--- config.mk ---
export PLATFORM = sky130hd
export DESIGN_NAME = ofd_decoder
export DESIGN_NICKNAME = d
export VERILOG_FILES = /design/src/include/ofd_pkg.sv /design/src/design/ofd_decoder.sv /design/src/design/ofd_flag_router.sv /design/src/design/ofd_table_ptr.sv
export SDC_FILE = /design/constraint.sdc
export NUM_CORES = 1
export LEC_CHECK = 0
export BUFFER_PORTS_ARGS = -buffer_cell sky130_fd_sc_hd__buf_2
export CORE_UTILIZATION = 35
export DETAILED_ROUTE_END_ITERATION = 8
export PLACE_DENSITY_LB_ADDON = 0.3
export RECOVER_POWER = 25
export SETUP_SLACK_MARGIN = 0.4
export SLEW_MARGIN = 0
export SYNTH_ARGS = -nofsm -noshare
export SYNTH_HDL_FRONTEND = slang
export SYNTH_SLANG_ARGS = --single-unit
--- constraint.sdc ---
create_clock -name pclk -period 3.5 [get_ports pclk]
set_input_delay 0.35 -clock pclk [delete_from_list [all_inputs] [get_ports pclk]]
set_output_delay 0.35 -clock pclk [all_outputs]
set_load 0.01 [all_outputs]
--- src/include/ofd_pkg.sv ---
// Shared constants and types of the operand field decoder.
// Assumes a 16-bit instruction word and a 32-bit APB register bus.
package ofd_pkg;

  // ************************************************
  // Instruction and flag classes from the opcode stage
  // ************************************************
  typedef enum logic [3:0] {
    OFD_CL_NOP, OFD_CL_BYTE_FD, OFD_CL_BYTE_F, OFD_CL_BIT, OFD_CL_LIT8,
    OFD_CL_PTR_LOAD, OFD_CL_MOVE2, OFD_CL_CALL, OFD_CL_GOTO, OFD_CL_BRA11,
    OFD_CL_BR8, OFD_CL_RET, OFD_CL_TABLE, OFD_CL_INDEXED
  } ofd_class_t;

  typedef enum logic [2:0] {
    OFD_FL_NONE, OFD_FL_ALL, OFD_FL_ZN, OFD_FL_Z, OFD_FL_CZN
  } ofd_flag_class_t;

  // Order follows the two-bit mode field encoding
  typedef enum logic [1:0] {
    OFD_TBL_KEEP, OFD_TBL_POST_INC, OFD_TBL_POST_DEC, OFD_TBL_PRE_INC
  } ofd_tbl_mode_t;

  typedef enum logic [1:0] {
    OFD_LW_NONE, OFD_LW_8, OFD_LW_12, OFD_LW_20
  } ofd_lit_width_t;

  // ************************************************
  // Instruction field positions
  // ************************************************
  localparam int OFD_A_BIT = 8;
  localparam int OFD_D_BIT = 9;
  localparam int OFD_B_LSB = 9;
  localparam int OFD_S_CALL_BIT = 8;
  localparam int OFD_S_RET_BIT = 0;
  localparam int OFD_PTR_SEL_LSB = 4;
  localparam int OFD_TBL_WR_BIT = 2;
  localparam logic [3:0] OFD_SECOND_TAG = 4'hF;

  // Flag write-enable bit positions
  localparam int OFD_FLG_CARRY = 0;
  localparam int OFD_FLG_NIBBLE = 1;
  localparam int OFD_FLG_ZERO = 2;
  localparam int OFD_FLG_SIGNED = 3;
  localparam int OFD_FLG_NEG = 4;

  // ************************************************
  // Register map and reset values
  // ************************************************
  localparam logic [11:0] OFD_OFF_BANK = 12'h000;
  localparam logic [11:0] OFD_OFF_TABLE_POINTER = 12'h004;
  localparam logic [11:0] OFD_OFF_TBLLAT = 12'h008;
  localparam logic [11:0] OFD_OFF_STATUS = 12'h00C;
  localparam logic [11:0] OFD_OFF_SHADOW = 12'h010;
  localparam logic [3:0] OFD_RST_BANK = 4'h0;
  localparam logic [20:0] OFD_RST_TABLE_POINTER = 21'h000000;
  localparam logic [7:0] OFD_RST_TBLLAT = 8'h00;
  localparam logic [3:0] OFD_ACCESS_BANK = 4'h0;

endpackage

--- src/design/ofd_decoder.sv ---
// Operand field decoder between instruction fetch and the datapath.
// Assumes the opcode stage supplies class and flag class with each word,
// and that APB comes from a single master on pclk.
//
// Overview of operation
// - Access bit 0 uses fixed area, ignores bank
// - Access bit 1 uses bank register plus field
// - Destination bit picks accumulator or file register
// - Three-bit field selects one of eight bits
// - File field is address or pointer selector
// - Two-word move source from first word
// - Two-word move destination from second word
// - Literals extracted at 8, 12 or 20 bits
// - Table mode picks one of four pointer updates
// - 21-bit table pointer, 8-bit table latch
// - Fast bit saves or restores shadow copies
// - Relative branches signed, others absolute targets
// - Seven-bit unsigned offsets added to pointer base
// - Don't-care bits never affect decoding
// - Route five status flag updates by class
// - Lone second word executes as no-operation
//
// The APB slave port and the placing of the registers were decided locally.
`timescale 1ns/1ps
module ofd_decoder #(
  parameter int PTR_W = 21,
  parameter int ADDR_W = 12
) (
  // Clock and reset
  input wire logic pclk,
  input wire logic presetn,
  // APB slave
  input wire logic psel,
  input wire logic penable,
  input wire logic pwrite,
  input wire logic [11:0] paddr,
  input wire logic [31:0] pwdata,
  output logic [31:0] prdata,
  output logic pready,
  output logic pslverr,
  // Fetch side
  input wire logic instr_valid,
  input wire logic [15:0] instr_word,
  input wire ofd_pkg::ofd_class_t instr_class,
  input wire ofd_pkg::ofd_flag_class_t flag_class,
  input wire logic [PTR_W-1:0] pc_in,
  input wire logic [ADDR_W-1:0] index_base,
  // Table read return
  input wire logic tbl_rd_valid,
  input wire logic [7:0] tbl_rd_data,
  // Decoded operands
  output logic dec_valid,
  output logic dec_nop,
  output logic [ADDR_W-1:0] data_addr,
  output logic dest_file,
  output logic [2:0] bit_pos,
  output logic [7:0] bit_sel,
  output logic [1:0] ptr_sel,
  output logic [ADDR_W-1:0] mov_src,
  output logic [ADDR_W-1:0] mov_dst,
  output logic mov_go,
  output logic [19:0] literal,
  output ofd_pkg::ofd_lit_width_t literal_width,
  output logic [PTR_W-1:0] branch_target,
  output logic branch_go,
  output logic shadow_save,
  output logic shadow_restore,
  output logic tbl_go,
  output logic tbl_write,
  output logic [PTR_W-1:0] tbl_addr,
  output logic [6:0] idx_src_off,
  output logic [6:0] idx_dst_off,
  output logic [ADDR_W-1:0] idx_src_addr,
  output logic [ADDR_W-1:0] idx_dst_addr,
  output logic [4:0] flag_we
);

  // ************************************************
  // Sequencer and operand registers
  // ************************************************
  typedef enum logic {OFD_ST_FIRST, OFD_ST_SECOND} ofd_state_t;

  ofd_state_t state_reg, state_next;
  ofd_pkg::ofd_class_t pend_class_reg, pend_class_next;
  logic [15:0] pend_word_reg, pend_word_next;
  logic orphan_reg, orphan_next;
  logic [3:0] bank_reg, bank_next;
  logic [3:0] shadow_bank_reg, shadow_bank_next;
  logic [7:0] tbl_latch_reg, tbl_latch_next;

  logic dec_valid_next, dec_nop_next, dest_file_next, mov_go_next, branch_go_next;
  logic shadow_save_next, shadow_restore_next, tbl_go_next, tbl_write_next;
  logic [ADDR_W-1:0] data_addr_next, mov_src_next, mov_dst_next;
  logic [ADDR_W-1:0] idx_src_addr_next, idx_dst_addr_next;
  logic [2:0] bit_pos_next;
  logic [7:0] bit_sel_next;
  logic [1:0] ptr_sel_next;
  logic [19:0] literal_next;
  ofd_pkg::ofd_lit_width_t literal_width_next;
  logic [PTR_W-1:0] branch_target_next, tbl_addr_next;
  logic [6:0] idx_src_off_next, idx_dst_off_next;
  logic [4:0] flag_we_next, flag_we_raw;

  // Table pointer interface
  logic tbl_step, tbl_load;
  logic [PTR_W-1:0] tbl_ptr, tbl_access;
  ofd_pkg::ofd_tbl_mode_t tbl_mode;

  // APB decode
  logic apb_wr, apb_rd_ok;

  function automatic logic [ADDR_W-1:0] ofd_file_addr(input logic a, input logic [3:0] bank,
                                                       input logic [7:0] f);
    // Access bit clear ignores the bank register entirely
    return a ? ADDR_W'({bank, f}) : ADDR_W'({ofd_pkg::OFD_ACCESS_BANK, f});
  endfunction

  // Only the mode bits reach the pointer; bit 2 picks read or write, the rest of the word is don't-care
  assign tbl_mode = ofd_pkg::ofd_tbl_mode_t'(instr_word[1:0]);

  ofd_table_ptr #(
    .PTR_W(PTR_W)
  ) u_table_ptr (
    .pclk(pclk),
    .presetn(presetn),
    .step(tbl_step),
    .mode(tbl_mode),
    .load(tbl_load),
    .load_val(pwdata[PTR_W-1:0]),
    .ptr(tbl_ptr),
    .access_addr(tbl_access)
  );

  ofd_flag_router u_flag_router (
    .flag_class(flag_class),
    .flag_we(flag_we_raw)
  );

  // ************************************************
  // Field extraction
  // ************************************************
  always_comb begin
    state_next = state_reg;
    pend_class_next = pend_class_reg;
    pend_word_next = pend_word_reg;
    orphan_next = 1'b0;
    shadow_bank_next = shadow_bank_reg;
    dec_valid_next = 1'b0;
    dec_nop_next = 1'b0;
    mov_go_next = 1'b0;
    branch_go_next = 1'b0;
    shadow_save_next = 1'b0;
    shadow_restore_next = 1'b0;
    tbl_go_next = 1'b0;
    tbl_step = 1'b0;
    // Operands hold between instructions so the datapath sees them stable
    dest_file_next = dest_file;
    data_addr_next = data_addr;
    bit_pos_next = bit_pos;
    bit_sel_next = bit_sel;
    ptr_sel_next = ptr_sel;
    mov_src_next = mov_src;
    mov_dst_next = mov_dst;
    literal_next = literal;
    literal_width_next = literal_width;
    branch_target_next = branch_target;
    tbl_write_next = tbl_write;
    tbl_addr_next = tbl_addr;
    idx_src_off_next = idx_src_off;
    idx_dst_off_next = idx_dst_off;
    idx_src_addr_next = idx_src_addr;
    idx_dst_addr_next = idx_dst_addr;
    flag_we_next = flag_we;
    if (instr_valid) begin
      dec_valid_next = 1'b1;
      flag_we_next = flag_we_raw;
      if (state_reg == OFD_ST_SECOND && instr_word[15:12] == ofd_pkg::OFD_SECOND_TAG) begin
        state_next = OFD_ST_FIRST;
        unique case (pend_class_reg)
          ofd_pkg::OFD_CL_MOVE2: begin
            mov_src_next = ADDR_W'(pend_word_reg[11:0]);
            mov_dst_next = ADDR_W'(instr_word[11:0]);
            mov_go_next = 1'b1;
          end
          ofd_pkg::OFD_CL_CALL, ofd_pkg::OFD_CL_GOTO: begin
            literal_next = {instr_word[11:0], pend_word_reg[7:0]};
            literal_width_next = ofd_pkg::OFD_LW_20;
            branch_target_next = PTR_W'({instr_word[11:0], pend_word_reg[7:0], 1'b0});
            branch_go_next = 1'b1;
            if (pend_class_reg == ofd_pkg::OFD_CL_CALL && pend_word_reg[ofd_pkg::OFD_S_CALL_BIT]) begin
              shadow_save_next = 1'b1;
              shadow_bank_next = bank_reg;
            end
          end
          ofd_pkg::OFD_CL_PTR_LOAD: begin
            ptr_sel_next = pend_word_reg[ofd_pkg::OFD_PTR_SEL_LSB +: 2];
            literal_next = 20'({pend_word_reg[3:0], instr_word[7:0]});
            literal_width_next = ofd_pkg::OFD_LW_12;
          end
          default: begin
            // Indexed move: source offset first word, destination second word
            idx_src_off_next = pend_word_reg[6:0];
            idx_dst_off_next = instr_word[6:0];
            idx_src_addr_next = index_base + ADDR_W'(pend_word_reg[6:0]);
            idx_dst_addr_next = index_base + ADDR_W'(instr_word[6:0]);
          end
        endcase
      end else begin
        // A word tagged as a second word arriving on its own does nothing
        orphan_next = state_reg == OFD_ST_SECOND;
        state_next = OFD_ST_FIRST;
        if (state_reg == OFD_ST_FIRST && instr_word[15:12] == ofd_pkg::OFD_SECOND_TAG &&
            instr_class == ofd_pkg::OFD_CL_NOP) begin
          dec_nop_next = 1'b1;
          flag_we_next = 5'h00;
        end else begin
          unique case (instr_class)
            ofd_pkg::OFD_CL_NOP: begin
              dec_nop_next = 1'b1;
              flag_we_next = 5'h00;
            end
            ofd_pkg::OFD_CL_BYTE_FD, ofd_pkg::OFD_CL_BYTE_F: begin
              data_addr_next = ofd_file_addr(instr_word[ofd_pkg::OFD_A_BIT], bank_reg,
                                             instr_word[7:0]);
              // Classes without a d field always write the file register
              dest_file_next = (instr_class == ofd_pkg::OFD_CL_BYTE_F) ||
                               instr_word[ofd_pkg::OFD_D_BIT];
            end
            ofd_pkg::OFD_CL_BIT: begin
              data_addr_next = ofd_file_addr(instr_word[ofd_pkg::OFD_A_BIT], bank_reg,
                                             instr_word[7:0]);
              bit_pos_next = instr_word[ofd_pkg::OFD_B_LSB +: 3];
              bit_sel_next = 8'h01 << instr_word[ofd_pkg::OFD_B_LSB +: 3];
              dest_file_next = 1'b1;
            end
            ofd_pkg::OFD_CL_LIT8: begin
              literal_next = 20'(instr_word[7:0]);
              literal_width_next = ofd_pkg::OFD_LW_8;
            end
            ofd_pkg::OFD_CL_BRA11: begin
              literal_next = 20'(instr_word[10:0]);
              literal_width_next = ofd_pkg::OFD_LW_NONE;
              branch_target_next = pc_in + PTR_W'({{(PTR_W-12){instr_word[10]}}, instr_word[10:0], 1'b0});
              branch_go_next = 1'b1;
            end
            ofd_pkg::OFD_CL_BR8: begin
              literal_next = 20'(instr_word[7:0]);
              literal_width_next = ofd_pkg::OFD_LW_NONE;
              branch_target_next = pc_in + PTR_W'({{(PTR_W-9){instr_word[7]}}, instr_word[7:0], 1'b0});
              branch_go_next = 1'b1;
            end
            ofd_pkg::OFD_CL_RET: begin
              if (instr_word[ofd_pkg::OFD_S_RET_BIT]) begin
                shadow_restore_next = 1'b1;
              end
            end
            ofd_pkg::OFD_CL_TABLE: begin
              tbl_step = 1'b1;
              tbl_go_next = 1'b1;
              tbl_write_next = instr_word[ofd_pkg::OFD_TBL_WR_BIT];
              tbl_addr_next = tbl_access;
            end
            default: begin
              // Two-word instructions wait for their second word
              state_next = OFD_ST_SECOND;
              pend_class_next = instr_class;
              pend_word_next = instr_word;
              dec_valid_next = 1'b0;
            end
          endcase
        end
      end
    end
  end

  // ************************************************
  // Register bus
  // ************************************************
  assign apb_wr = psel && penable && pwrite;
  assign pready = 1'b1;

  always_comb begin
    prdata = 32'h00000000;
    apb_rd_ok = 1'b1;
    unique case (paddr)
      ofd_pkg::OFD_OFF_BANK: prdata = 32'(bank_reg);
      ofd_pkg::OFD_OFF_TABLE_POINTER: prdata = 32'(tbl_ptr);
      ofd_pkg::OFD_OFF_TBLLAT: prdata = 32'(tbl_latch_reg);
      ofd_pkg::OFD_OFF_STATUS: prdata = 32'({orphan_reg, state_reg == OFD_ST_SECOND});
      ofd_pkg::OFD_OFF_SHADOW: prdata = 32'(shadow_bank_reg);
      default: apb_rd_ok = 1'b0;
    endcase
    pslverr = psel && penable && !apb_rd_ok;
  end

  always_comb begin
    tbl_load = apb_wr && paddr == ofd_pkg::OFD_OFF_TABLE_POINTER;
    bank_next = bank_reg;
    if (shadow_restore) begin
      bank_next = shadow_bank_reg;
    end
    if (apb_wr && paddr == ofd_pkg::OFD_OFF_BANK) begin
      bank_next = pwdata[3:0];
    end
    tbl_latch_next = tbl_latch_reg;
    // Returning program data wins over a software write in the same cycle
    if (apb_wr && paddr == ofd_pkg::OFD_OFF_TBLLAT) begin
      tbl_latch_next = pwdata[7:0];
    end
    if (tbl_rd_valid) begin
      tbl_latch_next = tbl_rd_data;
    end
  end

  always_ff @(posedge pclk or negedge presetn) begin
    if (!presetn) begin
      state_reg <= OFD_ST_FIRST;
      pend_class_reg <= ofd_pkg::OFD_CL_NOP;
      pend_word_reg <= 16'h0000;
      orphan_reg <= 1'b0;
      bank_reg <= ofd_pkg::OFD_RST_BANK;
      shadow_bank_reg <= ofd_pkg::OFD_RST_BANK;
      tbl_latch_reg <= ofd_pkg::OFD_RST_TBLLAT;
      dec_valid <= 1'b0;
      dec_nop <= 1'b0;
      data_addr <= '0;
      dest_file <= 1'b0;
      bit_pos <= 3'h0;
      bit_sel <= 8'h00;
      ptr_sel <= 2'h0;
      mov_src <= '0;
      mov_dst <= '0;
      mov_go <= 1'b0;
      literal <= 20'h00000;
      literal_width <= ofd_pkg::OFD_LW_NONE;
      branch_target <= '0;
      branch_go <= 1'b0;
      shadow_save <= 1'b0;
      shadow_restore <= 1'b0;
      tbl_go <= 1'b0;
      tbl_write <= 1'b0;
      tbl_addr <= '0;
      idx_src_off <= 7'h00;
      idx_dst_off <= 7'h00;
      idx_src_addr <= '0;
      idx_dst_addr <= '0;
      flag_we <= 5'h00;
    end else begin
      state_reg <= state_next;
      pend_class_reg <= pend_class_next;
      pend_word_reg <= pend_word_next;
      orphan_reg <= orphan_next;
      bank_reg <= bank_next;
      shadow_bank_reg <= shadow_bank_next;
      tbl_latch_reg <= tbl_latch_next;
      dec_valid <= dec_valid_next;
      dec_nop <= dec_nop_next;
      data_addr <= data_addr_next;
      dest_file <= dest_file_next;
      bit_pos <= bit_pos_next;
      bit_sel <= bit_sel_next;
      ptr_sel <= ptr_sel_next;
      mov_src <= mov_src_next;
      mov_dst <= mov_dst_next;
      mov_go <= mov_go_next;
      literal <= literal_next;
      literal_width <= literal_width_next;
      branch_target <= branch_target_next;
      branch_go <= branch_go_next;
      shadow_save <= shadow_save_next;
      shadow_restore <= shadow_restore_next;
      tbl_go <= tbl_go_next;
      tbl_write <= tbl_write_next;
      tbl_addr <= tbl_addr_next;
      idx_src_off <= idx_src_off_next;
      idx_dst_off <= idx_dst_off_next;
      idx_src_addr <= idx_src_addr_next;
      idx_dst_addr <= idx_dst_addr_next;
      flag_we <= flag_we_next;
    end
  end

endmodule

--- src/design/ofd_flag_router.sv ---
// Flag-affect class to per-flag write enables.
// Assumes the class arrives with the instruction word it belongs to.
`timescale 1ns/1ps
module ofd_flag_router (
  // Class in
  input wire ofd_pkg::ofd_flag_class_t flag_class,
  // Enables out: carry, nibble carry, zero, signed range, negative
  output logic [4:0] flag_we
);

  function automatic logic [4:0] ofd_flag_mask(input ofd_pkg::ofd_flag_class_t fc);
    logic [4:0] m;
    m = 5'h00;
    unique case (fc)
      ofd_pkg::OFD_FL_NONE: m = 5'h00;
      ofd_pkg::OFD_FL_ALL: m = 5'h1F;
      ofd_pkg::OFD_FL_ZN: begin
        m[ofd_pkg::OFD_FLG_ZERO] = 1'b1;
        m[ofd_pkg::OFD_FLG_NEG] = 1'b1;
      end
      ofd_pkg::OFD_FL_Z: m[ofd_pkg::OFD_FLG_ZERO] = 1'b1;
      ofd_pkg::OFD_FL_CZN: begin
        m[ofd_pkg::OFD_FLG_CARRY] = 1'b1;
        m[ofd_pkg::OFD_FLG_ZERO] = 1'b1;
        m[ofd_pkg::OFD_FLG_NEG] = 1'b1;
      end
      default: m = 5'h00;
    endcase
    return m;
  endfunction

  always_comb begin
    flag_we = ofd_flag_mask(flag_class);
  end

endmodule

--- src/design/ofd_table_ptr.sv ---
// Table pointer with its four update modes around an access.
// Assumes step is a one-cycle pulse per table instruction.
`timescale 1ns/1ps
module ofd_table_ptr #(
  parameter int PTR_W = 21
) (
  // Clock and reset
  input wire logic pclk,
  input wire logic presetn,
  // Control
  input wire logic step,
  input wire ofd_pkg::ofd_tbl_mode_t mode,
  input wire logic load,
  input wire logic [PTR_W-1:0] load_val,
  // State
  output logic [PTR_W-1:0] ptr,
  output logic [PTR_W-1:0] access_addr
);

  logic [PTR_W-1:0] ptr_reg;
  logic [PTR_W-1:0] ptr_next;

  always_comb begin
    access_addr = (mode == ofd_pkg::OFD_TBL_PRE_INC) ? ptr_reg + 1'b1 : ptr_reg;
    ptr_next = ptr_reg;
    if (load) begin
      ptr_next = load_val;
    end else if (step) begin
      unique case (mode)
        ofd_pkg::OFD_TBL_KEEP: ptr_next = ptr_reg;
        ofd_pkg::OFD_TBL_POST_INC: ptr_next = ptr_reg + 1'b1;
        ofd_pkg::OFD_TBL_POST_DEC: ptr_next = ptr_reg - 1'b1;
        ofd_pkg::OFD_TBL_PRE_INC: ptr_next = ptr_reg + 1'b1;
      endcase
    end
  end

  always_ff @(posedge pclk or negedge presetn) begin
    if (!presetn) begin
      ptr_reg <= PTR_W'(ofd_pkg::OFD_RST_TABLE_POINTER);
    end else begin
      ptr_reg <= ptr_next;
    end
  end

  assign ptr = ptr_reg;

endmodule

After elaboration in Yosys (flattened, before gate mapping):

Index checks and enable logic that the tools add are counted.

* $add $sub $neg: 6
* equal/unequal tests: 28
* shifts and indexed selects: 1
* multiplexer cells: 65
* bitwise operators: 5
* reductions and logical operators: 47

Operators with widths (number)
* $mux W21: 6
* $pmux W21 S5: 1
* $pmux W21 S2: 2
* $pmux W20 S2: 2
* $add A21 B21 Y21: 2
* $mux W20: 2
* $mux W1: 39
* $reduce_and A4 Y1: 9
* $add A12 B7 Y12: 2
* $eq A12 B4 Y1 const B: 2
* $eq A4 B4 Y1 const B: 6
* $add A21 B1 Y21 const B: 1
* $sub A21 B1 Y21 const B: 1
* $eq A4 B3 Y1 const B: 4
* $mux W8: 2
* $mux W5: 3
* $eq A12 B3 Y1 const B: 1
* $eq A12 B5 Y1 const B: 1
* $logic_not A12 Y1: 1
* $mux W12: 1
* $reduce_or A2 Y1: 6
* $logic_and A1 B1 Y1: 10
* $reduce_and A3 Y1: 3
* $reduce_bool A3 Y1: 3
* 26 further kinds: 42

* bits in registers: 220
* input port bits: 115
* word-level logic and storage cells: 184

Depth between registers and ports, before layout:

Gate-level depths: netlist of the first run.

* depth in word-level cells: 8
* mapped depth: 13
* depth with buffers taken out: 12

Hierarchy:

A second synthesis of the first run with hierarchy kept.

* cell total of the unflattened synthesis: 1243
* area total of the unflattened synthesis: 12223.0 µm²

Modules (own cells, without submodules)
* ofd_decoder: times used 1, cells an instance 954, area an instance 10063.4 µm², sequential area each 4979.8 µm²
* ofd_table_ptr: times used 1, cells an instance 281, area an instance 2098.3 µm², sequential area each 525.5 µm²
* ofd_flag_router: times used 1, cells an instance 8, area an instance 61.3 µm², sequential area each 0.0 µm²

Worst setup path before layout of the first run:

Ideal clock, no wire load.

* path type: input port to flip-flop
* start point: in instr_class[0]
* end point: reg branch_target[16]
* setup time: 0.079 ns
* data arrival time: 3.312 ns
* data required time: 3.421 ns
* path slack: 0.109 ns
* cell stages on the path: 11
* path buffers: 2
* path through: clkbuf_1 -> and3b_1 -> o21ai_0 -> ha_1 -> clkbuf_1 -> nand2_1 -> nor3_1 -> or3b_2 -> o311ai_0 -> xor2_1 -> a2bb2oi_1

* word-level cells in the longest chain between the ends: 4
* elaborated cells between the ends (all ways): 10
* those cells by class: eq/ne: 3; mux: 3; reduce/logical: 4

Ends and longest elaborated chain
* start: declaration: RTL line ofd_decoder.sv:44 `input wire ofd_pkg::ofd_class_t instr_class,`
* $eq A4 B4 Y1 or $logic_not A4 Y1 (tied branches): RTL line ofd_decoder.sv:217, ofd_decoder.sv:213
* $pmux W21 S2 or $logic_and A1 B1 Y1 (tied branches): RTL line ofd_decoder.sv:217, ofd_decoder.sv:212
* $mux W21 or $ne A2 B2 Y1 (tied branches)
* $mux W21 or $reduce_and A4 Y1 (tied branches)
* end signal: assignment: RTL line ofd_decoder.sv:368 `branch_target <= branch_target_next;`
* end: declaration: RTL line ofd_decoder.sv:64 `output logic [PTR_W-1:0] branch_target,`

Parallel ways exist; a longest one is shown, timed or not. The select of a mux whose other input is x is not followed.
A chain may end at the register's enable or synchronous reset.

Final worst setup path of the first run:

* start point: reg u_table_ptr.ptr_reg[0] (netlist: u_table_ptr.ptr[0])
* end point: reg u_table_ptr.ptr_reg[20] (netlist: u_table_ptr.ptr[20])

* word-level cells in the longest chain between the ends: 4
* elaborated cells between the ends (all ways): 5
* those cells by class: add/sub: 2; mux: 3

Ends and longest elaborated chain
* start: declaration: RTL line ofd_table_ptr.sv:20 `logic [PTR_W-1:0] ptr_reg;`
* start signal: assignment: RTL line ofd_table_ptr.sv:40 `ptr_reg <= PTR_W'(ofd_pkg::OFD_RST_TABLE_POINTER);`
* start signal: assignment: RTL line ofd_table_ptr.sv:42 `ptr_reg <= ptr_next;`
* $add A21 B1 Y21 or $sub A21 B1 Y21 (tied branches): RTL line ofd_table_ptr.sv:31, ofd_table_ptr.sv:33, ofd_table_ptr.sv:32
* $pmux W21 S2 *: RTL line ofd_table_ptr.sv:29 `unique case (mode)`
* $mux W21 *: RTL line ofd_table_ptr.sv:28 `end else if (step) begin`
* $mux W21 *: RTL line ofd_table_ptr.sv:26 `if (load) begin`

Mark *: on every way between the ends. The rest lies on a longest branch, timed or not. The select of a mux whose other input is x is not followed.

==> run_results.csv, run 1 <==
group,metric,value,unit
placed_design,hpwlAfterDp,26300,µm
clocking,clkTransAtPathRegs,0.06,ns
final_layout,synthToLayoutAreaGrowth,23.0,%
synthesis,yosys.area.top_type,"dfrtp_1",
sta,hold_viol_final,0,
synthesis,ys_types,72,
placed_design,globalplace.congestion,0.872,
min_path,min_path_type,"input pin to register",
critical_path,arrival,3.25,ns
power,vdd_ir_drop_max,0.000295,V
sta,worst_pin_slew,2.57,ns
sta,finalSetupViolCount,0,
sta,rsz0062_at_grt,"no",
power,p_per_area,550,nW/µm²
final_layout,fin_cells,1996,
global_route,antenna_found_initial,9,
synthesis,yosysSeqAreaShare,46.3,%
detailed_routing,vias,10100,
sta,timing.setup.tns,0,ns
clocking,clock_path_buffers,3,
critical_path,reg2regPathDepth,9,
sta,layout_setup_ws,0.649,ns
die,fp.dieArea,34600,µm²
global_route,grt_start_max_net_pins,97,
clocking,cts_setup_buffers,0,
die,die_x,186,µm
synthesis,synth_warnings,0,
detailed_routing,routedWlPerCell,17.9,µm
placed_design,port_buffers,290,
clocking,htreeDepth,1,
synthesis,syn_area_per_cell,9.37,µm²
detailed_routing,drt_wl_total,35600,µm
critical_path,cp-end-kind,"register",
detailed_routing,viasPerCell,5.05,
critical_path,required,3.90,ns
synthesis,yosys_register_bits,219,
final_layout,fillers,3277,
synthesis,async_flop_share,100,%
clocking,cts_tree,"yes",
die,io_pins,314,
critical_path,path_class,"register to register",
outcome,violations,"max-capacitance violations, max-slew violations",
outcome,status,"complete, but fails checks",
die,coreArea,32900,µm²
global_route,grt_usage,20.4,%
final_layout,final_nets,1688,
clocking,cts_buffers,25,
die,rows,66,
placed_design,dpl_cell_area,13800,µm²
clocking,cts_root_buf,"clkbuf_16",
die,dieHeight,186,µm
min_path,holdPathStages,3,
synthesis,synthTopCellsByArea,"dfrtp_1 46%, nand2_1 5.4%, mux2_2 5.2%",
final_layout,final_util,44.2,%
sta,fmax,0.351,GHz
sta,finalCritPeriodShare,81.4,%
detailed_routing,drtPass1Iterations,4,
final_layout,final_area,14600,µm²
critical_path,startpoint_type,"register",
sta,drv_slew,95,
detailed_routing,postRouteAntennaNets,0,
clocking,worstSkewPairLatency,0.54,ns
synthesis,synth.cell_area,11800,µm²
global_route,grt_pass1_wl,54600,µm
sta,timing.slew.headroom,-71.2,%
sta,final.min_clock_period,2.85,ns
final_layout,drive_gt1_share,27.7,%
global_route,grt-ovfl-total,0,
critical_path,path_max_fanout,6,
synthesis,yosysTopAreaCellShare,46.3,%
flow_run,maxCapViolations,1,
detailed_routing,drt_iter0_markers,526,
clocking,cts_sinks,219,
power,leakage,7.05,nW
synthesis,synth_top_flop_cell,"dfrtp_1",
global_route,first_global_vias,9767,
synthesis,synth_enable_flop_cells,0,
placed_design,post-place-ws,0.234,ns
sta,clock_skew,0.0169,ns
placed_design,dpl.cell_count,1946,
die,start_util,35.9,%
synthesis,netlist_instances,1264,
detailed_routing,route.detailed.drc,0,
==> cell usage after synthesis (all sizes together), types with 4 or more instances <==
| cell | number |
|---|---|
| xnor2 | 41 |
| nor2 | 98 |
| a21oi | 86 |
| mux2i | 27 |
| a21o | 10 |
| o21ai | 125 |
| buf | 25 |
| o211ai | 9 |
| a22oi | 5 |
| nand2 | 170 |
| xor2 | 32 |
| nor3 | 16 |
| a21boi | 4 |
| nand2b | 4 |
| mux2 | 57 |
| inv | 33 |
| nand4 | 15 |
| nor2b | 7 |
| nor4 | 8 |
| a211oi | 8 |
| ha | 38 |
| o31ai | 7 |
| o41ai | 5 |
| and2 | 18 |
| and3 | 9 |
| nor3b | 8 |
| a22o | 4 |
| clkbuf | 65 |
| o22ai | 6 |
| a31oi | 7 |
| or3 | 15 |
| dfrtp | 219 |
| nand3 | 37 |
==> report_power, final <==
part | switching [W] | internal (W) | leakage, nW | total [W]
Clock | 0.00111 | 0.00148 | 0.398 | 0.00259
Combinational | 0.00109 | 0.000874 | 3.83 | 0.00196
Sequential | 0.000455 | 0.00300 | 2.83 | 0.00345
==> cell usage in the layout (no fill, tap or decap), types with 5 or more instances in the layout <==
cell type and count:
buf_2 289, dfrtp_1 219, nand2_1 170, o21ai_0 120, nor2_1 98, a21oi_1 84, mux2_2 55, xnor2_1 41
ha_1 38, nand3_1 37, inv_1 33, xor2_1 32, mux2i_1 27, buf_4 27, clkbuf_16 25, and2_1 18
nor3_1 16, nand4_1 15, conb_1 12, or3_1 11, a21o_1 10, and3_1 9, o211ai_1 9, nor4_1 8
a211oi_1 8, nor3b_1 7, nor2b_1 7, a31oi_1 7, o31ai_1 7, clkinv_2 7, o22ai_1 6, clkbuf_1 6
a22oi_1 5, o41ai_1 5
==> final cells by class <==
class                      instances  area [µm²]  share of cell area, %
inverter                          33         124                  0.850
tap                              442         553                   3.80
multi-input combinational        932        5890                   40.4
antenna                            3        7.51                 0.0515
clock inverter                    12         109                  0.747
clock buffer                      34         699                   4.80
timing repair buffer             321        1710                   11.7
sequential                       219        5480                   37.6
==> metrics by stage <==
step	total power (W)	hold slack, ns
2_1_floorplan	0.00461	0.0544
3_3_place_gp	0.00543	0.435
3_5_place_dp	0.00547	0.440
4_1_cts	0.00810	0.0459
5_1_grt	0.00848	0.0568
6_report	0.00801	0.0703
==> cells by family (layout without fill, tap and decap cells) <==
kind of cell,after synthesis,after routing,synth area share [%]
DFF,219,219,46.3
and+or+nand+nor,426,426,16.9
buffers and inverters,123,400,4.49
AOI/OAI and AO/OA,295,295,14.5
other,2,15,0.0634
xor gates and xnor gates,74,74,5.60
muxes,84,84,7.70
adders and majority gates,41,41,4.52
==> timing repair <==
| item | CTS | global route |
|---|---|---|
| setup endpoints to repair | 0 | 1 |
| hold buffers | 1 | 0 |
| hold endpoints to repair | 94 | 0 |
| gates resized for setup | 0 | 1 |
==> worst max-delay path, cell delays in order, from the launching register on <==
cell,delay [ns]
dfrtp_1,0.44
inv_1,0.12
ha_1,0.16
or4b_1,0.46
or3_4,0.38
or3_4,0.35
or3b_1,0.40
a21oi_2,0.19
xnor2_1,0.14
a21oi_1,0.08
==> layer usage <==
| metal | wire, µm | track usage, % | up-vias |
|---|---|---|---|
| li1 | - | - | 4937 |
| met4 | 780 | 5.28 | 10 |
| met3 | 2420 | 4.83 | 62 |
| met2 | 16700 | 33.7 | 283 |
| met1 | 15700 | 26.8 | 4787 |
| met5 | 57 | 0 | - |
==> path summary, 6_finish.rpt <==
| check | startpoint | end | slack [ns] |
|---|---|---|---|
| setup / recovery | u_table_ptr.ptr[0] | u_table_ptr.ptr[20] | 0.65 |
| hold / removal | pwdata[18] | u_table_ptr.ptr[18] | 0.07 |
| setup reg to reg | u_table_ptr.ptr[0] | u_table_ptr.ptr[20] | 0.65 |
| hold reg to reg | tbl_write | tbl_write | 0.47 |
| max in group asynchronous | presetn | dec_nop | 0.84 |
| min in group asynchronous | presetn | idx_dst_addr[10] | 1.11 |
(Power assumes the default switching activity.)
==> inputs of run 2 (changes only) <==
ABC_AREA = 1   (was default)
clock period = 2.5 ns   (was 3.5 ns; I/O delays follow)
==> run_results.csv, run 2 <==
group,metric,value,unit
outcome,status,"complete, but fails checks",
outcome,violations,"max-capacitance violations, max-slew violations",
synthesis,synth_most_common_cell,"nand2_1",
sta,timing.setup.tns,0,ns
die,die_x,194,µm
critical_path,crit_chain,"ha_1 -> nand3_1 -> nor2_1 -> xor2_1 -> or2_2 -> o211ai_1 -> o211ai_1",
critical_path,arrival,2.43,ns
clocking,cts_tree,"yes",
synthesis,yosysTopAreaCellShare,42.5,%
placed_design,dpl_cell_area,15000,µm²
power,leakage,8.55,nW
final_layout,synthToLayoutAreaGrowth,28.0,%
min_path,worstHoldStart,"pwdata[16]",
clocking,clock_path_buffers,3,
final_layout,drive_gt1_share,24.1,%
final_layout,final_area,16500,µm²
clocking,cts_root_buf,"clkbuf_16",
global_route,first_global_vias,12600,
clocking,cts_sinks,219,
global_route,grt-ovfl-total,0,
sta,worst_pin_slew,1.93,ns
sta,layout_setup_ws,0.494,ns
synthesis,yosys_register_bits,219,
flow_run,maxCapViolations,1,
synthesis,synth.cell_area,12900,µm²
placed_design,globalplace.congestion,0.932,
critical_path,critPathLaunch,"u_table_ptr.ptr[1]",
sta,timing.slew.headroom,-28.4,%
global_route,grt_start_max_net_pins,78,
critical_path,crit_top_cell,"o211ai_1",
synthesis,synth_top_flop_cell,"dfrtp_1",
detailed_routing,drtPass1Iterations,6,
global_route,grt_usage,24.0,%
clocking,htreeDepth,1,
critical_path,reg2reg_from,"u_table_ptr.ptr[1]",
die,dieHeight,194,µm
sta,clock_skew,0.0271,ns
placed_design,port_buffers,290,
power,vdd_ir_drop_max,0.000463,V
synthesis,synth_enable_flop_cells,0,
critical_path,path_class,"register to register",
synthesis,yosysSeqAreaShare,42.5,%
detailed_routing,routedWlPerCell,18.1,µm
synthesis,ys_types,57,
detailed_routing,drt_wl_total,45800,µm
detailed_routing,postRouteAntennaNets,0,
detailed_routing,viasPerCell,5.00,
min_path,min_path_type,"input pin to register",
synthesis,synth_warnings,0,
final_layout,fillers,3641,
sta,rsz0062_at_grt,"yes",
sta,final.min_clock_period,2.01,ns
die,rows,69,
critical_path,required,2.93,ns
clocking,worstSkewPairLatency,0.58,ns
synthesis,async_flop_share,100,%
die,io_pins,314,
synthesis,synth_top_cells_by_count,"471 x nand2_1, 219 x dfrtp_1, 162 x inv_1",
die,fp.dieArea,37600,µm²
synthesis,netlist_instances,1685,
final_layout,layout_commonest_cell,"nand2_1",
sta,fmax,0.499,GHz
final_layout,final_nets,2205,
critical_path,cp-end-kind,"register",
sta,finalSetupViolCount,0,
sta,finalCritPeriodShare,80.2,%
critical_path,path_max_fanout,5,
clocking,clkTransAtPathRegs,0.06,ns
placed_design,post-place-ws,-0.0475,ns
global_route,antenna_found_initial,3,
die,coreArea,35900,µm²
sta,drv_slew,75,
die,start_util,35.9,%
detailed_routing,route.detailed.drc,0,
synthesis,yosys.area.top_type,"dfrtp_1",
clocking,cts_buffers,27,
sta,hold_viol_final,0,
global_route,grt_pass1_wl,70800,µm
synthesis,syn_area_per_cell,7.65,µm²
critical_path,slowest_delay,0.45,ns
final_layout,final_cell_mix,"467 x nand2_1, 290 x buf_2, 218 x dfrtp_1, 161 x inv_1, 157 x o21ai_0",
synthesis,synthTopCellsByArea,"dfrtp_1 43%, nand2_1 14%, o21ai_0 6.1%",
critical_path,slowest_stage,"dfrtp_1",
detailed_routing,drt_iter0_markers,921,
power,p_per_area,736,nW/µm²
detailed_routing,vias,12700,
placed_design,hpwlAfterDp,34400,µm
critical_path,startpoint_type,"register",
## run 2: cell types whose count changed in the layout (fill, tap and decap cells not counted), moves of 18 or more
cell,delta
buf_4,+34
xnor2_1,-35
a21oi_1,-34
o211ai_1,+19
inv_1,+128
nand3_1,+85
mux2_2,-55
nand2_1,+297
o21ai_0,+37
mux2i_1,-27
nor2_1,+34
dlygate4sd3_1,+40
and2_1,-18
## run 2: final timing paths
kind | endpoint | slack (ns) | depth (start not counted)
max in group asynchronous | u_table_ptr.ptr[12] | 0.57 | 2
min in group asynchronous | idx_dst_addr[8] | 0.74 | 2
worst min register to register | tbl_addr[17] | 0.47 | 2
worst max-delay path | u_table_ptr.ptr[6] | 0.49 | 7
worst max register to register | u_table_ptr.ptr[6] | 0.49 | 7
worst min-delay path | u_table_ptr.ptr[16] | 0.02 | 3
## run 2: logic make-up (layout without fill, tap and decap cells)
logic type	after synthesis	after routing	share of synthesized area (%)
buffers and inverters	247	622	8.53
AO/OA/AOI/OAI	320	320	14.5
flip-flops	219	219	42.5
other	2	15	0.0583
XOR/XNOR	37	37	2.52
AND/OR/NAND/NOR	819	819	27.7
adder cells (fa/ha/maj)	41	41	4.16
## run 2: worst max-delay path: cells and delay by family, from the launching register on
kind,cells,cell delay (ns)
DFF,1,0.45
xor gates and xnor gates,1,0.14
adders and majority gates,1,0.21
and+or+nand+nor,3,0.81
AOI/OAI and AO/OA,2,0.25
## run 2: report_power, final
part	total, W	switching (W)	internal, W	leakage [nW]
Sequential	0.00472	0.000542	0.00418	2.77
Clock	0.00410	0.00165	0.00244	0.459
Combinational	0.00332	0.00203	0.00129	5.32
## run 2: metrics by stage
step           total power (W)  hold slack, ns  utilization [%]  instances
2_1_floorplan          0.00654         -0.0456                -       1695
3_3_place_gp           0.00794           0.294             41.8       2432
3_5_place_dp           0.00799           0.288             41.8       2432
4_1_cts                 0.0122         0.00132             45.5       2523
5_1_grt                 0.0128          0.0187             45.9       2534
6_report                0.0121          0.0176             45.9       2534
## run 2: cell type report
| class | count | area (µm²) | area share (%) |
|---|---|---|---|
| clock buffers | 40 | 805 | 4.88 |
| repair buffers | 397 | 2410 | 14.6 |
| clock inverters | 10 | 125 | 0.758 |
| diodes | 3 | 7.51 | 0.0455 |
| multi-input cells | 1229 | 6430 | 39.0 |
| inverters | 175 | 661 | 4.00 |
| well taps | 461 | 577 | 3.50 |
| flip-flops and latches | 219 | 5480 | 33.2 |
## run 2: layer usage
metal / wire length (µm) / vias to the layer above / track usage (%)
li1: - / 6214 / -
met1: 20100 / 5975 / 30.8
met2: 21900 / 411 / 41.4
met3: 2500 / 73 / 3.70
met4: 1330 / 0 / 7.32
met5: 0 / - / 0
## run 2: repair_timing
action	in CTS	in global routing
hold endpoints to repair	109	0
buffers inserted	0	8
hold buffers	41	0
resized for setup	1	30
endpoints found under the setup margin	3	27
pin swaps	0	5
==> inputs of run 3 (changes only) <==
clock period = 2 ns   (was 2.5 ns; I/O delays follow)
==> run_results.csv, run 3 (same netlist as run 2, synthesis figures left out) <==
group,metric,value,unit
sta,rsz0062_at_grt,"yes",
global_route,grt_usage,26.1,%
critical_path,cp-end-kind,"register",
critical_path,slowest_stage,"dlygate4sd3_1",
sta,layout_setup_ws,0.221,ns
power,p_per_area,868,nW/µm²
detailed_routing,drt_iter0_markers,936,
die,fp.dieArea,37600,µm²
final_layout,final_nets,2369,
placed_design,port_buffers,290,
detailed_routing,vias,13800,
sta,timing.slew.headroom,46.5,%
die,io_pins,314,
clocking,clock_path_buffers,3,
detailed_routing,postRouteAntennaNets,0,
critical_path,crit_top_cell,"buf_12",
sta,drv_slew,0,
die,rows,69,
sta,hold_viol_final,0,
flow_run,maxCapViolations,0,
global_route,first_global_vias,13500,
critical_path,critPathLaunch,"instr_valid",
critical_path,reg2reg_from,"pend_class_reg[2]",
min_path,worstHoldStart,"instr_class[3]",
clocking,cts_sinks,219,
min_path,holdPathStages,4,
sta,finalSetupViolCount,0,
min_path,hold_end,"pend_class_reg[3]",
clocking,htreeDepth,1,
final_layout,final_area,19900,µm²
critical_path,r2r_slack,0.22,ns
detailed_routing,drtPass1Iterations,6,
clocking,worstSkewPairLatency,0.55,ns
sta,clock_skew,0.0171,ns
power,power,0.0173,W
clocking,cts_root_buf,"clkbuf_16",
sta,whs,0.0161,ns
clocking,cts_buffers,26,
die,dieHeight,194,µm
clocking,clkTransAtPathRegs,0.06,ns
critical_path,timing.rr.end,"branch_target[15]",
detailed_routing,drt_wl_total,51000,µm
die,die_x,194,µm
placed_design,hpwlAfterDp,36000,µm
critical_path,path_class,"input pin to register",
sta,finalCritPeriodShare,89.0,%
placed_design,post-place-ws,-0.256,ns
placed_design,dpl_cell_area,15700,µm²
min_path,min_path_type,"input pin to register",
power,leakage,9.91,nW
critical_path,crit_chain,"dlygate4sd3_1 -> buf_2 -> inv_1 -> nor3_4 -> buf_12 -> buf_12 -> buf_16 -> or2_4 -> a21boi_2",
outcome,status,"completed",
clocking,cts_tree,"yes",
final_layout,final_cell_mix,"394 x nand2_1, 285 x buf_2, 205 x dfrtp_1, 148 x buf_4, 131 x inv_1",
final_layout,layout_commonest_cell,"nand2_1",
placed_design,globalplace.congestion,0.916,
critical_path,arrival,2.20,ns
final_layout,fillers,3250,
die,coreArea,35900,µm²
sta,worst_pin_slew,0.802,ns
global_route,grt_pass1_wl,77100,µm
detailed_routing,viasPerCell,5.14,
global_route,grt-ovfl-total,0,
critical_path,reg2regPathDepth,11,
critical_path,required,2.42,ns
critical_path,path_max_fanout,8,
sta,final.min_clock_period,1.78,ns
global_route,antenna_found_initial,0,
final_layout,diodes,0,
final_layout,drive_gt1_share,41.6,%
sta,fmax,0.562,GHz
power,vdd_ir_drop_max,0.000713,V
placed_design,dpl.cell_count,2485,
global_route,grt_start_max_net_pins,56,
detailed_routing,route.detailed.drc,0,
final_layout,synthToLayoutAreaGrowth,54.4,%
critical_path,slowest_delay,0.53,ns
critical_path,startpoint_type,"input pin",
detailed_routing,routedWlPerCell,18.9,µm
final_layout,fin_cells,2694,
die,start_util,35.9,%
## run 3: cell type report
type / count / area (µm²) / area share, %
timing repair inverter: 1 / 11.3 / 0.0566
clock buffer: 36 / 759 / 3.82
timing repair buffer: 561 / 4240 / 21.3
clock inverter: 12 / 176 / 0.887
inverter: 175 / 729 / 3.67
sequential: 219 / 5500 / 27.6
tap: 461 / 577 / 2.90
multi-input combinational: 1229 / 7900 / 39.7
## run 3: worst max-delay path: cells and delay by family
kind / cells / cell delay [ns]
AOI/OAI and AO/OA: 1 / 0.15
and+or+nand+nor: 2 / 0.32
buffers and inverters: 6 / 1.52
## run 3: worst max path at each step
stage                              endpoint  slack (ns)  depth (start not counted)
after CTS                         prdata[1]        0.21                          6
final                     branch_target[15]        0.22                          9
after floorplan           branch_target[20]        0.19                         14
after detailed placement  branch_target[18]       -0.26                         13
after global placement    branch_target[19]       -0.22                         16
after global routing      branch_target[14]        0.15                         17
## run 3: where the power goes
part           total [W]  switching (W)  internal, W
clock            0.00521        0.00203      0.00317
sequential       0.00589       0.000651      0.00524
combinational    0.00617        0.00340      0.00277
## run 3: timing repair
item                                    4_1_cts  5_1_grt
pin swaps                                    54      107
gates resized for setup                     231      240
gates cloned                                  8        3
endpoints found under the setup margin      159      139
endpoints found under the hold margin       103        0
hold buffers                                 43        0
setup buffers                                71       36
## run 3: per-layer routing
metal  global-route usage (%)  up-vias  share of wire, %
li1                         -     6552                 -
met1                     32.9     6653                41
met2                     45.1      526                49
met3                     3.76      112               5.8
met4                     10.1        0               3.9
met5                        0        -                 0
## run 3: per-stage QoR
stage | util (%) | TNS [ns]
detailed placement | 43.8 | -2.36
finish | 55.4 | 0
CTS | 51.9 | 0
floorplan | - | 0
global route | 55.4 | 0
global placement | 43.8 | -1.96
